`config.mk`:
```
export PLATFORM = sky130hd
export DESIGN_NAME = wat_timers
export DESIGN_NICKNAME = d
export VERILOG_FILES = /design/src/wat_pkg.sv /design/src/wat_timers.sv
export VERILOG_INCLUDE_DIRS = /design/src
export SDC_FILE = /design/constraint.sdc
export NUM_CORES = 1
export LEC_CHECK = 0
export ABC_AREA = 0
export BUFFER_PORTS_ARGS = -buffer_cell sky130_fd_sc_hd__buf_2
export CAP_MARGIN = 20
export CORE_MARGIN = 1.5
export CORE_UTILIZATION = 25
export CTS_BUF_LIST = sky130_fd_sc_hd__clkbuf_8
export DETAILED_ROUTE_END_ITERATION = 8
export SKIP_CTS_REPAIR_TIMING = 1
export SLEW_MARGIN = 5
export SYNTH_ARGS = -nofsm -noshare
export SYNTH_HDL_FRONTEND = slang
export SYNTH_SLANG_ARGS = --single-unit
```
`constraint.sdc`:
```
create_clock -name mclk -period 4.1 [get_ports mclk]
set_input_delay 0.41 -clock mclk [delete_from_list [all_inputs] [get_ports mclk]]
set_output_delay 0.41 -clock mclk [all_outputs]
set_load 0.01 [all_outputs]
```
`src/wat_defines.svh`:
```
// Register indices, field positions, reset values and timing constants of the timers
`ifndef WAT_DEFINES_SVH
`define WAT_DEFINES_SVH

// Register indices; the AXI byte address is four times the index
`define WAT_IDX_AUX_CTRL      8'h1e
`define WAT_IDX_AUX_RELOAD_HI 8'h1f
`define WAT_IDX_AUX_RELOAD_LO 8'h20
`define WAT_IDX_AUX_COUNT_HI  8'h21
`define WAT_IDX_AUX_COUNT_LO  8'h22
`define WAT_IDX_WAKE_CTRL     8'h23
`define WAT_IDX_WAKE_RELOAD   8'h30
`define WAT_IDX_WAKE_COUNT    8'h31
`define WAT_IDX_STATUS        8'h32
`define WAT_IDX_AUX_CMD       8'h33

// Auxiliary timer control fields
`define WAT_AUX_STOP_RX_BIT   7
`define WAT_AUX_START_MSB     5
`define WAT_AUX_START_LSB     4
`define WAT_AUX_RELOAD_BIT    3
`define WAT_AUX_CLK_MSB       1
`define WAT_AUX_CLK_LSB       0

// Wake-up timer control fields
`define WAT_WAKE_RUN_BIT      7
`define WAT_WAKE_QUAL_BIT     6
`define WAT_WAKE_TRIM_BIT     5
`define WAT_WAKE_CD_BIT       4
`define WAT_WAKE_RELOAD_BIT   3
`define WAT_WAKE_RESUME_BIT   2
`define WAT_WAKE_CLK_MSB      1
`define WAT_WAKE_CLK_LSB      0

// Status and command fields
`define WAT_STAT_WAKE_IRQ_BIT 0
`define WAT_STAT_CARD_BIT     1
`define WAT_STAT_CD_BUSY_BIT  2
`define WAT_STAT_TRIM_BIT     3
`define WAT_CMD_START_BIT     0
`define WAT_CMD_STOP_BIT      1

// Reset values
`define WAT_RST_CTRL          8'h00
`define WAT_RST_WORD          16'h0000

// Slow clock prescaler terminal counts (divide minus one)
`define WAT_DIV1_LAST         5'h00
`define WAT_DIV8_LAST         5'h07
`define WAT_DIV16_LAST        5'h0f
`define WAT_DIV32_LAST        5'h1f

// AXI responses
`define WAT_RESP_OKAY         2'b00
`define WAT_RESP_SLVERR       2'b10

`endif

```
`src/wat_pkg.sv`:
```
// Types shared by the wake-up and auxiliary timer block
package wat_pkg;

    typedef enum logic [1:0] {
        WAT_CD_IDLE  = 2'b00,
        WAT_CD_FIELD = 2'b01,
        WAT_CD_DONE  = 2'b11
    } wat_cd_state_t;

    typedef struct packed {
        logic        aw_got;
        logic [7:0]  aw_idx;
        logic        aw_ok;
        logic        w_got;
        logic [15:0] wdata;
        logic [1:0]  wstrb;
        logic        awready;
        logic        wready;
        logic        bvalid;
        logic [1:0]  bresp;
        logic        arready;
        logic        rvalid;
        logic [15:0] rdata;
        logic [1:0]  rresp;
    } wat_axi_t;

    typedef struct packed {
        logic        stop_rx;
        logic [1:0]  start_mode;
        logic        auto_reload;
        logic [1:0]  clock_select;
        logic [15:0] reload;
        logic [15:0] count;
        logic        running;
    } wat_aux_t;

    typedef struct packed {
        logic        running;
        logic        auto_trim;
        logic        auto_cd;
        logic        auto_reload;
        logic        auto_resume;
        logic [1:0]  clock_select;
        logic [15:0] reload;
        logic [15:0] count;
        logic [4:0]  prescale;
    } wat_wake_t;

    typedef struct packed {
        logic rf_field_enable;
        logic wake_request;
        logic power_down_request;
        logic card_irq;
        logic wake_irq;
        logic trim_done;
        logic trim_active;
    } wat_out_t;

    typedef struct packed {
        wat_axi_t      axi;
        wat_aux_t      aux;
        wat_wake_t     wake;
        wat_cd_state_t cd;
        logic          card_seen;
        logic          osc_s1;
        logic          osc_s2;
        logic          osc_s3;
        wat_out_t      out;
    } wat_state_t;

endpackage

```
`src/wat_timers.sv`:
```
// Wake-up timer, auxiliary timer and card detection sequencer behind an AXI4-Lite slave
//
// Functional notes
// - Each start event loads the aux counter from reload high and low bytes.
// - Writing aux reload bytes leaves a running count alone until next start.
// - Current aux count reads as two read-only bytes, high then low.
// - Wake control bit 7 reads back whether the wake timer runs.
// - Writes change the running bit only when the same write sets bit 6.
// - Auto-trim bit 5 launches oscillator trimming on each wake underflow.
// - Auto card-detect bit 4 runs card detection on each wake underflow that finds the sequencer idle.
// - Card found raises an interrupt request and the chip stays active.
// - No card found enters power-down when that is enabled.
// - The wake timer reloads at the underflow that launches card detection and keeps counting with no gap.
// - RF field stays on for the aux timer duration during detection.
// - Auto-reload bit 3 or auto card-detect bit 4 reloads wake timer at zero, else it stops.
// - Every wake timer underflow sets the wake interrupt flag.
// - Auto-resume bit 2 wakes the chip on wake timer underflow.
// - Wake clock select divides slow clock by 1, 8, 16 or 32.
`include "wat_defines.svh"
`timescale 1ns/1ns
`default_nettype none

module wat_timers
    import wat_pkg::*;
#(
    parameter int ADDR_W = 12
)
(
    input  wire logic              mclk,
    input  wire logic              sys_rst,
    input  wire logic [ADDR_W-1:0] s_axi_awaddr,
    input  wire logic              s_axi_awvalid,
    output logic                   s_axi_awready,
    input  wire logic [31:0]       s_axi_wdata,
    input  wire logic [3:0]        s_axi_wstrb,
    input  wire logic              s_axi_wvalid,
    output logic                   s_axi_wready,
    output logic [1:0]             s_axi_bresp,
    output logic                   s_axi_bvalid,
    input  wire logic              s_axi_bready,
    input  wire logic [ADDR_W-1:0] s_axi_araddr,
    input  wire logic              s_axi_arvalid,
    output logic                   s_axi_arready,
    output logic [31:0]            s_axi_rdata,
    output logic [1:0]             s_axi_rresp,
    output logic                   s_axi_rvalid,
    input  wire logic              rready_unused_guard,
    input  wire logic              s_axi_rready,
    input  wire logic              slow_oscillator_clock,
    input  wire logic              aux_tick_fast,
    input  wire logic              aux_tick_slow,
    input  wire logic              timer0_underflow,
    input  wire logic              timer1_underflow,
    input  wire logic              tx_end,
    input  wire logic              rx_first_bits,
    input  wire logic              card_present,
    output wat_out_t               sys_out
);

    wat_state_t st;
    wat_state_t next_st;

    // Outputs come straight from the state flops
    assign s_axi_awready = st.axi.awready;
    assign s_axi_wready  = st.axi.wready;
    assign s_axi_bresp   = st.axi.bresp;
    assign s_axi_bvalid  = st.axi.bvalid;
    assign s_axi_arready = st.axi.arready;
    assign s_axi_rdata   = {16'h0000, st.axi.rdata};
    assign s_axi_rresp   = st.axi.rresp;
    assign s_axi_rvalid  = st.axi.rvalid;
    assign sys_out       = st.out;

    // Decode of a byte address into a register index; misaligned is unmapped
    function automatic logic idx_ok(input logic [ADDR_W-1:0] a);
        logic [7:0] i;
        i = a[9:2];
        idx_ok = (a[1:0] == 2'b00) && (a[ADDR_W-1:10] == '0) &&
                 ((i >= `WAT_IDX_AUX_CTRL && i <= `WAT_IDX_WAKE_CTRL) ||
                  (i >= `WAT_IDX_WAKE_RELOAD && i <= `WAT_IDX_AUX_CMD));
    endfunction

    // Next state of everything
    always_comb
    begin
        logic [7:0]  ridx;
        logic [7:0]  wb;
        logic [15:0] rval;
        logic [4:0]  div_last;
        logic        do_wr, osc_rise, wake_tick, wake_uf, aux_tick, aux_uf;
        logic        aux_start, aux_stop, trim_mode, cd_launch;

        next_st = st;
        ridx    = s_axi_araddr[9:2];
        rval    = 16'h0000;
        do_wr   = 1'b0;
        wb      = st.axi.wdata[7:0];
        aux_start = 1'b0;
        aux_stop  = 1'b0;
        cd_launch = 1'b0;
        osc_rise  = 1'b0;
        div_last  = `WAT_DIV1_LAST;
        wake_tick = 1'b0;
        wake_uf   = 1'b0;
        aux_tick  = 1'b0;
        aux_uf    = 1'b0;
        trim_mode = 1'b0;

        // Pulses last one cycle
        next_st.out.wake_request       = 1'b0;
        next_st.out.power_down_request = 1'b0;
        next_st.out.trim_done          = 1'b0;

        // Slow oscillator synchroniser; edge detect looks only at later stages
        next_st.osc_s1 = slow_oscillator_clock;
        next_st.osc_s2 = st.osc_s1;
        next_st.osc_s3 = st.osc_s2;
        osc_rise       = st.osc_s2 & ~st.osc_s3;

        // AXI write channels, taken in either order
        if (st.axi.awready && s_axi_awvalid)
        begin
            next_st.axi.aw_got = 1'b1;
            next_st.axi.aw_idx = s_axi_awaddr[9:2];
            next_st.axi.aw_ok  = idx_ok(s_axi_awaddr);
        end
        if (st.axi.wready && s_axi_wvalid)
        begin
            next_st.axi.w_got = 1'b1;
            next_st.axi.wdata = s_axi_wdata[15:0];
            next_st.axi.wstrb = s_axi_wstrb[1:0];
        end
        if (st.axi.aw_got && st.axi.w_got && !st.axi.bvalid)
        begin
            do_wr              = st.axi.aw_ok;
            next_st.axi.bvalid = 1'b1;
            next_st.axi.bresp  = st.axi.aw_ok ? `WAT_RESP_OKAY : `WAT_RESP_SLVERR;
            next_st.axi.aw_got = 1'b0;
            next_st.axi.w_got  = 1'b0;
        end
        if (st.axi.bvalid && s_axi_bready)
            next_st.axi.bvalid = 1'b0;
        // Hold off new write beats until the response is gone
        next_st.axi.awready = !next_st.axi.aw_got && !next_st.axi.bvalid;
        next_st.axi.wready  = !next_st.axi.w_got && !next_st.axi.bvalid;

        // Read decode; count bytes are live, so a read during reception may tear
        case (ridx)
            `WAT_IDX_AUX_CTRL:
                rval[7:0] = {st.aux.stop_rx, 1'b0, st.aux.start_mode,
                             st.aux.auto_reload, 1'b0, st.aux.clock_select};
            `WAT_IDX_AUX_RELOAD_HI: rval[7:0] = st.aux.reload[15:8];
            `WAT_IDX_AUX_RELOAD_LO: rval[7:0] = st.aux.reload[7:0];
            `WAT_IDX_AUX_COUNT_HI:  rval[7:0] = st.aux.count[15:8];
            `WAT_IDX_AUX_COUNT_LO:  rval[7:0] = st.aux.count[7:0];
            `WAT_IDX_WAKE_CTRL:
                rval[7:0] = {st.wake.running, 1'b0, st.wake.auto_trim,
                             st.wake.auto_cd, st.wake.auto_reload,
                             st.wake.auto_resume, st.wake.clock_select};
            `WAT_IDX_WAKE_RELOAD:   rval = st.wake.reload;
            `WAT_IDX_WAKE_COUNT:    rval = st.wake.count;
            `WAT_IDX_STATUS:
                rval[7:0] = {4'h0, st.out.trim_active, (st.cd != WAT_CD_IDLE),
                             st.card_seen, st.out.wake_irq};
            default:                rval = 16'h0000;
        endcase
        if (st.axi.arready && s_axi_arvalid)
        begin
            next_st.axi.arready = 1'b0;
            next_st.axi.rvalid  = 1'b1;
            next_st.axi.rdata   = idx_ok(s_axi_araddr) ? rval : 16'h0000;
            next_st.axi.rresp   = idx_ok(s_axi_araddr) ? `WAT_RESP_OKAY : `WAT_RESP_SLVERR;
        end
        if (st.axi.rvalid && s_axi_rready)
        begin
            next_st.axi.rvalid  = 1'b0;
            next_st.axi.arready = 1'b1;
        end

        // Wake clock prescaler on slow oscillator edges
        case (st.wake.clock_select)
            2'b00:   div_last = `WAT_DIV1_LAST;
            2'b01:   div_last = `WAT_DIV8_LAST;
            2'b10:   div_last = `WAT_DIV16_LAST;
            default: div_last = `WAT_DIV32_LAST;
        endcase
        wake_tick = st.wake.running && osc_rise && (st.wake.prescale == div_last);
        if (st.wake.running && osc_rise)
            next_st.wake.prescale = wake_tick ? 5'h00 : st.wake.prescale + 5'h01;

        // Wake countdown; underflow is the step onto zero
        wake_uf = wake_tick && (st.wake.count <= 16'h0001);
        if (wake_tick)
            next_st.wake.count = st.wake.count - 16'h0001;
        if (wake_uf)
        begin
            next_st.out.wake_irq     = 1'b1;
            next_st.out.wake_request = st.wake.auto_resume;
            if (st.wake.auto_reload || st.wake.auto_cd)
            begin
                next_st.wake.count = st.wake.reload;
            end
            else
            begin
                next_st.wake.count   = 16'h0000;
                next_st.wake.running = 1'b0;
            end
            if (st.wake.auto_trim && !st.out.trim_active)
                next_st.out.trim_active = 1'b1;
            if (st.wake.auto_cd && st.cd == WAT_CD_IDLE)
                cd_launch = 1'b1;
        end

        // Aux input clock, as on the sibling timers
        case (st.aux.clock_select)
            2'b00:   aux_tick = aux_tick_fast;
            2'b01:   aux_tick = aux_tick_slow;
            2'b10:   aux_tick = timer0_underflow;
            default: aux_tick = timer1_underflow;
        endcase
        trim_mode = st.aux.start_mode[1];

        // Trim window: aux runs between two slow oscillator edges
        if (st.out.trim_active && osc_rise && trim_mode)
        begin
            if (!st.aux.running)
            begin
                aux_start = 1'b1;
            end
            else
            begin
                aux_stop                = 1'b1;
                next_st.out.trim_active = 1'b0;
                next_st.out.trim_done   = 1'b1;
            end
        end
        else if (st.out.trim_active && !trim_mode)
        begin
            // No trim timer set up here; the window belongs to another timer
            next_st.out.trim_active = 1'b0;
            next_st.out.trim_done   = 1'b1;
        end

        // Aux start and stop events
        if (st.aux.start_mode == 2'b01 && tx_end)
            aux_start = 1'b1;
        if (st.aux.stop_rx && rx_first_bits && !trim_mode)
            aux_stop = 1'b1;
        if (cd_launch)
            aux_start = 1'b1;

        // Aux countdown; start mode 2'b10 takes no underflow action and just parks at zero
        aux_uf = st.aux.running && aux_tick && (st.aux.count <= 16'h0001);
        if (st.aux.running && aux_tick && st.aux.count != 16'h0000)
            next_st.aux.count = st.aux.count - 16'h0001;
        if (aux_uf && st.aux.start_mode != 2'b10)
        begin
            if (st.aux.auto_reload && st.cd == WAT_CD_IDLE)
            begin
                next_st.aux.count = st.aux.reload;
            end
            else
            begin
                next_st.aux.count   = 16'h0000;
                next_st.aux.running = 1'b0;
            end
        end

        // Card detection sequencer
        case (st.cd)
            WAT_CD_IDLE:
            begin
                if (cd_launch)
                begin
                    next_st.cd                  = WAT_CD_FIELD;
                    next_st.out.rf_field_enable = 1'b1;
                end
            end
            WAT_CD_FIELD:
            begin
                // Field stays on until the aux window runs out
                if (aux_uf || !st.aux.running)
                begin
                    next_st.cd                  = WAT_CD_DONE;
                    next_st.out.rf_field_enable = 1'b0;
                    next_st.card_seen           = st.card_seen | card_present;
                    next_st.out.card_irq        = st.out.card_irq | card_present;
                end
            end
            WAT_CD_DONE:
            begin
                next_st.cd = WAT_CD_IDLE;
                if (!st.card_seen)
                begin
                    next_st.out.power_down_request = st.wake.auto_resume;
                end
            end
            default:
            begin
                next_st.cd                  = WAT_CD_IDLE;
                next_st.out.rf_field_enable = 1'b0;
            end
        endcase

        // Register writes; hardware sets above win over clears
        if (do_wr && st.axi.wstrb[0])
        begin
            case (st.axi.aw_idx)
                `WAT_IDX_AUX_CTRL:
                begin
                    next_st.aux.stop_rx      = wb[`WAT_AUX_STOP_RX_BIT];
                    next_st.aux.start_mode   = wb[`WAT_AUX_START_MSB:`WAT_AUX_START_LSB];
                    next_st.aux.auto_reload  = wb[`WAT_AUX_RELOAD_BIT];
                    next_st.aux.clock_select = wb[`WAT_AUX_CLK_MSB:`WAT_AUX_CLK_LSB];
                end
                `WAT_IDX_AUX_RELOAD_HI: next_st.aux.reload[15:8] = wb;
                `WAT_IDX_AUX_RELOAD_LO: next_st.aux.reload[7:0]  = wb;
                `WAT_IDX_WAKE_CTRL:
                begin
                    next_st.wake.auto_trim    = wb[`WAT_WAKE_TRIM_BIT];
                    next_st.wake.auto_cd      = wb[`WAT_WAKE_CD_BIT];
                    next_st.wake.auto_reload  = wb[`WAT_WAKE_RELOAD_BIT];
                    next_st.wake.auto_resume  = wb[`WAT_WAKE_RESUME_BIT];
                    next_st.wake.clock_select = wb[`WAT_WAKE_CLK_MSB:`WAT_WAKE_CLK_LSB];
                    if (wb[`WAT_WAKE_QUAL_BIT])
                    begin
                        next_st.wake.running  = wb[`WAT_WAKE_RUN_BIT];
                        next_st.wake.prescale = 5'h00;
                        if (wb[`WAT_WAKE_RUN_BIT] && !st.wake.running)
                        begin
                            next_st.wake.count = st.wake.reload;
                        end
                    end
                end
                `WAT_IDX_WAKE_RELOAD: next_st.wake.reload[7:0] = wb;
                `WAT_IDX_STATUS:
                begin
                    // Write one to clear; wake flag kept if its event lands this cycle, card flag kept while the field is on
                    if (wb[`WAT_STAT_WAKE_IRQ_BIT] && !wake_uf)
                    begin
                        next_st.out.wake_irq = 1'b0;
                    end
                    if (wb[`WAT_STAT_CARD_BIT] && st.cd != WAT_CD_FIELD)
                    begin
                        next_st.card_seen    = 1'b0;
                        next_st.out.card_irq = 1'b0;
                    end
                end
                `WAT_IDX_AUX_CMD:
                begin
                    aux_start = aux_start | wb[`WAT_CMD_START_BIT];
                    aux_stop  = aux_stop | wb[`WAT_CMD_STOP_BIT];
                end
                default: ;
            endcase
        end
        if (do_wr && st.axi.wstrb[1] && st.axi.aw_idx == `WAT_IDX_WAKE_RELOAD)
            next_st.wake.reload[15:8] = st.axi.wdata[15:8];

        // Start event loads the full reload word; stop wins over start
        if (aux_start && !aux_stop)
        begin
            next_st.aux.count   = st.aux.reload;
            next_st.aux.running = 1'b1;
        end
        else if (aux_stop)
            next_st.aux.running = 1'b0;
    end

    // State register
    always_ff @(posedge mclk)
    begin
        if (sys_rst)
        begin
            st             <= '0;
            st.axi.awready <= 1'b1;
            st.axi.wready  <= 1'b1;
            st.axi.arready <= 1'b1;
            st.cd          <= WAT_CD_IDLE;
        end
        else
        begin
            st <= next_st;
        end
    end

endmodule
`default_nettype wire
```
==> flow_summary.ini <==
[logic_synthesis]
ys.flop_type = dfxtp_1
ys_ff_latch = 148
synthTopCellsByArea = dfxtp_1 41%, nand2_1 6.7%, nor2_1 6.1%, buf_4 4.7%, a21oi_1 4.6%
synth_cell_types = 64
synth-simple-area-share_pct = 26.19
syn-cell-area_sq_um = 7277
netlist_instances = 887
avgSynthCellArea_sq_um = 8.204
synth_fa_ha_area_share_pct = 0.8597
synth-edff-count = 0
muxShareOfSynthArea_pct = 6.121
ys_warn_count = 0
synth_top_family_by_area = simple AND/OR/NAND/NOR gates
synth_xor_area_share_pct = 2.768
ys_seq_area_share_pct = 40.72
synth_async_sr_flop_share_pct = 0
synth-compound-area-share_pct = 15.49
yosys.area.top_type = dfxtp_1
yosysTopAreaCellShare_pct = 40.72

[sta]
fin_crit_sh_pct = 74.77
tns_ns = 0
slew_violations = 0
setup_slack_ns = 1.035
fmax_mhz = 326.2
fin_crit_ns = 3.065
setup_viol = 0
slew_headroom_pct = 25.68
whs_ns = 0.1544
rsz0062_at_grt = false
tightestPinTransition_ns = 1.109
hold_viol = 0
skew_ns = 0.01724

[floorplanning]
die_x_microns = 173.6
io_pins = 124
core_sq_um = 28700
initial_core_util_pct = 25.35
die_height_microns = 173.6
row_count = 62
die_area_sq_um = 30140

[power_and_ir_drop]
internal_power_mw = 2.010
switching_share_pct = 27.13
pwr-share-comb_pct = 5.4
leakagePower_nw = 3.263
switchingPower_uw = 748.5
peakVddDrop_mv = 0.1876
p_per_area_nw_per_um2 = 337.0
p_clk_share_pct = 40.4
p_seq_share_pct = 54.2

[worst_setup_path]
crit_fanout = 17
end_kind = flip-flop
worst_setup_path_start_kind = flip-flop
r2r_cells = 8
path_class = reg -> reg
arrival_ns = 3.44
critPathRequiredTime_ns = 4.48

[drt]
wl_mm = 20.64
vias = 6495
drt_iter0_drc = 650
drc = 0
first_pass_iters = 7
via_per_inst = 4.883
wire_per_inst_microns = 15.52
antenna_left = 0

[clock_tree]
clk_latency_ns = 0.47
h-tree-depth = 4
cts_buffers = 17
clockBufferDepth = 2
clockRootBuffer = clkbuf_8
cts_sinks = 148
clkTransAtPathRegs_ns = 0.10
cts_tree = done

[grt]
grt_use_total_pct = 13.81
antenna_found_initial = 1
grt_pass1_vias = 5952
grt_pass1_wl_mm = 32.81
overflow = 0
grt_max_degree = 79

[finish]
final_cell_mix = 148 x dfxtp_1, 129 x nand2_1, 119 x nor2_1
drive_above_1_share_pct = 17.23
syn2layout_area_growth_pct = 12.50
fin_nets = 1014
layout_commonest_cell = dfxtp_1
n_antenna_cell = 0

[hold_path]
min_path_type = in -> reg
hold_depth = 2

[run_status]
outcome = finished clean

[placed_design]
portBuffers = 86
pre_cts_ws_ns = 1.064
gp_congestion = 0.8386
dp_hpwl_mm = 15.26

[run]
max_cap_viol_count = 0
[worst paths after layout]
path                          from    endpoint  slack, ns
min reg2reg                st[147]     st[147]       0.46
min          slow_oscillator_clock  next_st[8]       0.15
max                         st[58]      st[58]       1.03
max reg2reg                 st[58]      st[58]       1.03
[cell usage after synthesis (5+ instances only)]
library cell / count
dfxtp_1: 148
nand2_1: 129
nor2_1: 119
a21oi_1: 67
buf_4: 46
a22oi_1: 41
clkbuf_1: 33
mux2i_1: 33
nand3_1: 32
nor3_1: 31
nand4_1: 17
nor4_1: 16
inv_1: 14
xor2_1: 13
o21ai_0: 12
xnor2_1: 10
a22o_1: 8
a32oi_1: 8
or2_2: 8
mux2_2: 7
nor2b_1: 7
a222oi_1: 5
ha_1: 5
[flip-flops by register name, summed over array words and instances (netlist names), 2 cells and up]
name         flops
s_axi_rdata     16
next_st          2
st             116
sys_out          7
[cells by family (layout without fill, tap and decap cells)]
kind of cell	Yosys count	after routing
AND/OR/NAND/NOR	401	401
AO/OA/AOI/OAI	168	168
flip-flops	148	148
buffers and inverters	99	141
multiplexers	42	42
XOR/XNOR	23	23
adder cells (fa/ha/maj)	5	5
other	1	18
[through the flow]
stage	power (mW)	cells	utilization (%)	cell area, sq um
2_1_floorplan	1.623	904	-	7341
3_3_place_gp	1.676	1297	27.17	7799
3_5_place_dp	1.678	1297	27.17	7799
4_1_cts	2.786	1329	28.50	8179
5_1_grt	2.878	1330	28.52	8187
6_report	2.759	1330	28.52	8187
[power by group through the flow]
| stage | clock (mW) | combinational, mW | sequential, mW |
|---|---|---|---|
| after detailed placement | 0 | 0.151 | 1.53 |
| after global routing | 1.21 | 0.169 | 1.50 |
| after global placement | 0 | 0.150 | 1.53 |
| after CTS | 1.14 | 0.151 | 1.49 |
| after floorplan | 0 | 0.107 | 1.52 |
| final | 1.11 | 0.150 | 1.49 |
[area by class of cell]
class | count | area [sq um]
Clock buffer | 17 | 234.0
Clock inverter | 15 | 146.4
Fill cell | 3185 | 20520
Inverter | 14 | 52.55
Multi-Input combinational cell | 657 | 3810
Sequential cell | 148 | 2963
Tap cell | 384 | 480.5
Timing Repair Buffer | 95 | 500.5
[critical path, cell delays in order, from the launching register on]
cell,delay (ns)
dfxtp_1,0.42
inv_1,0.11
ha_1,0.24
nor3b_1,0.20
and2_2,0.25
a31oi_1,0.63
or3_1,0.66
nor2_1,0.12
a2111oi_2,0.34
[metal layers]
layer	vias to the layer above	wire length, microns	track usage (%)
met4	0	280	4.849
met3	18	1366	2.719
li1	3178	-	-
met5	-	0	0
met2	214	9107	20.67
met1	3085	9886	19.65
No activity file was read; power rests on OpenSTA's default activity.
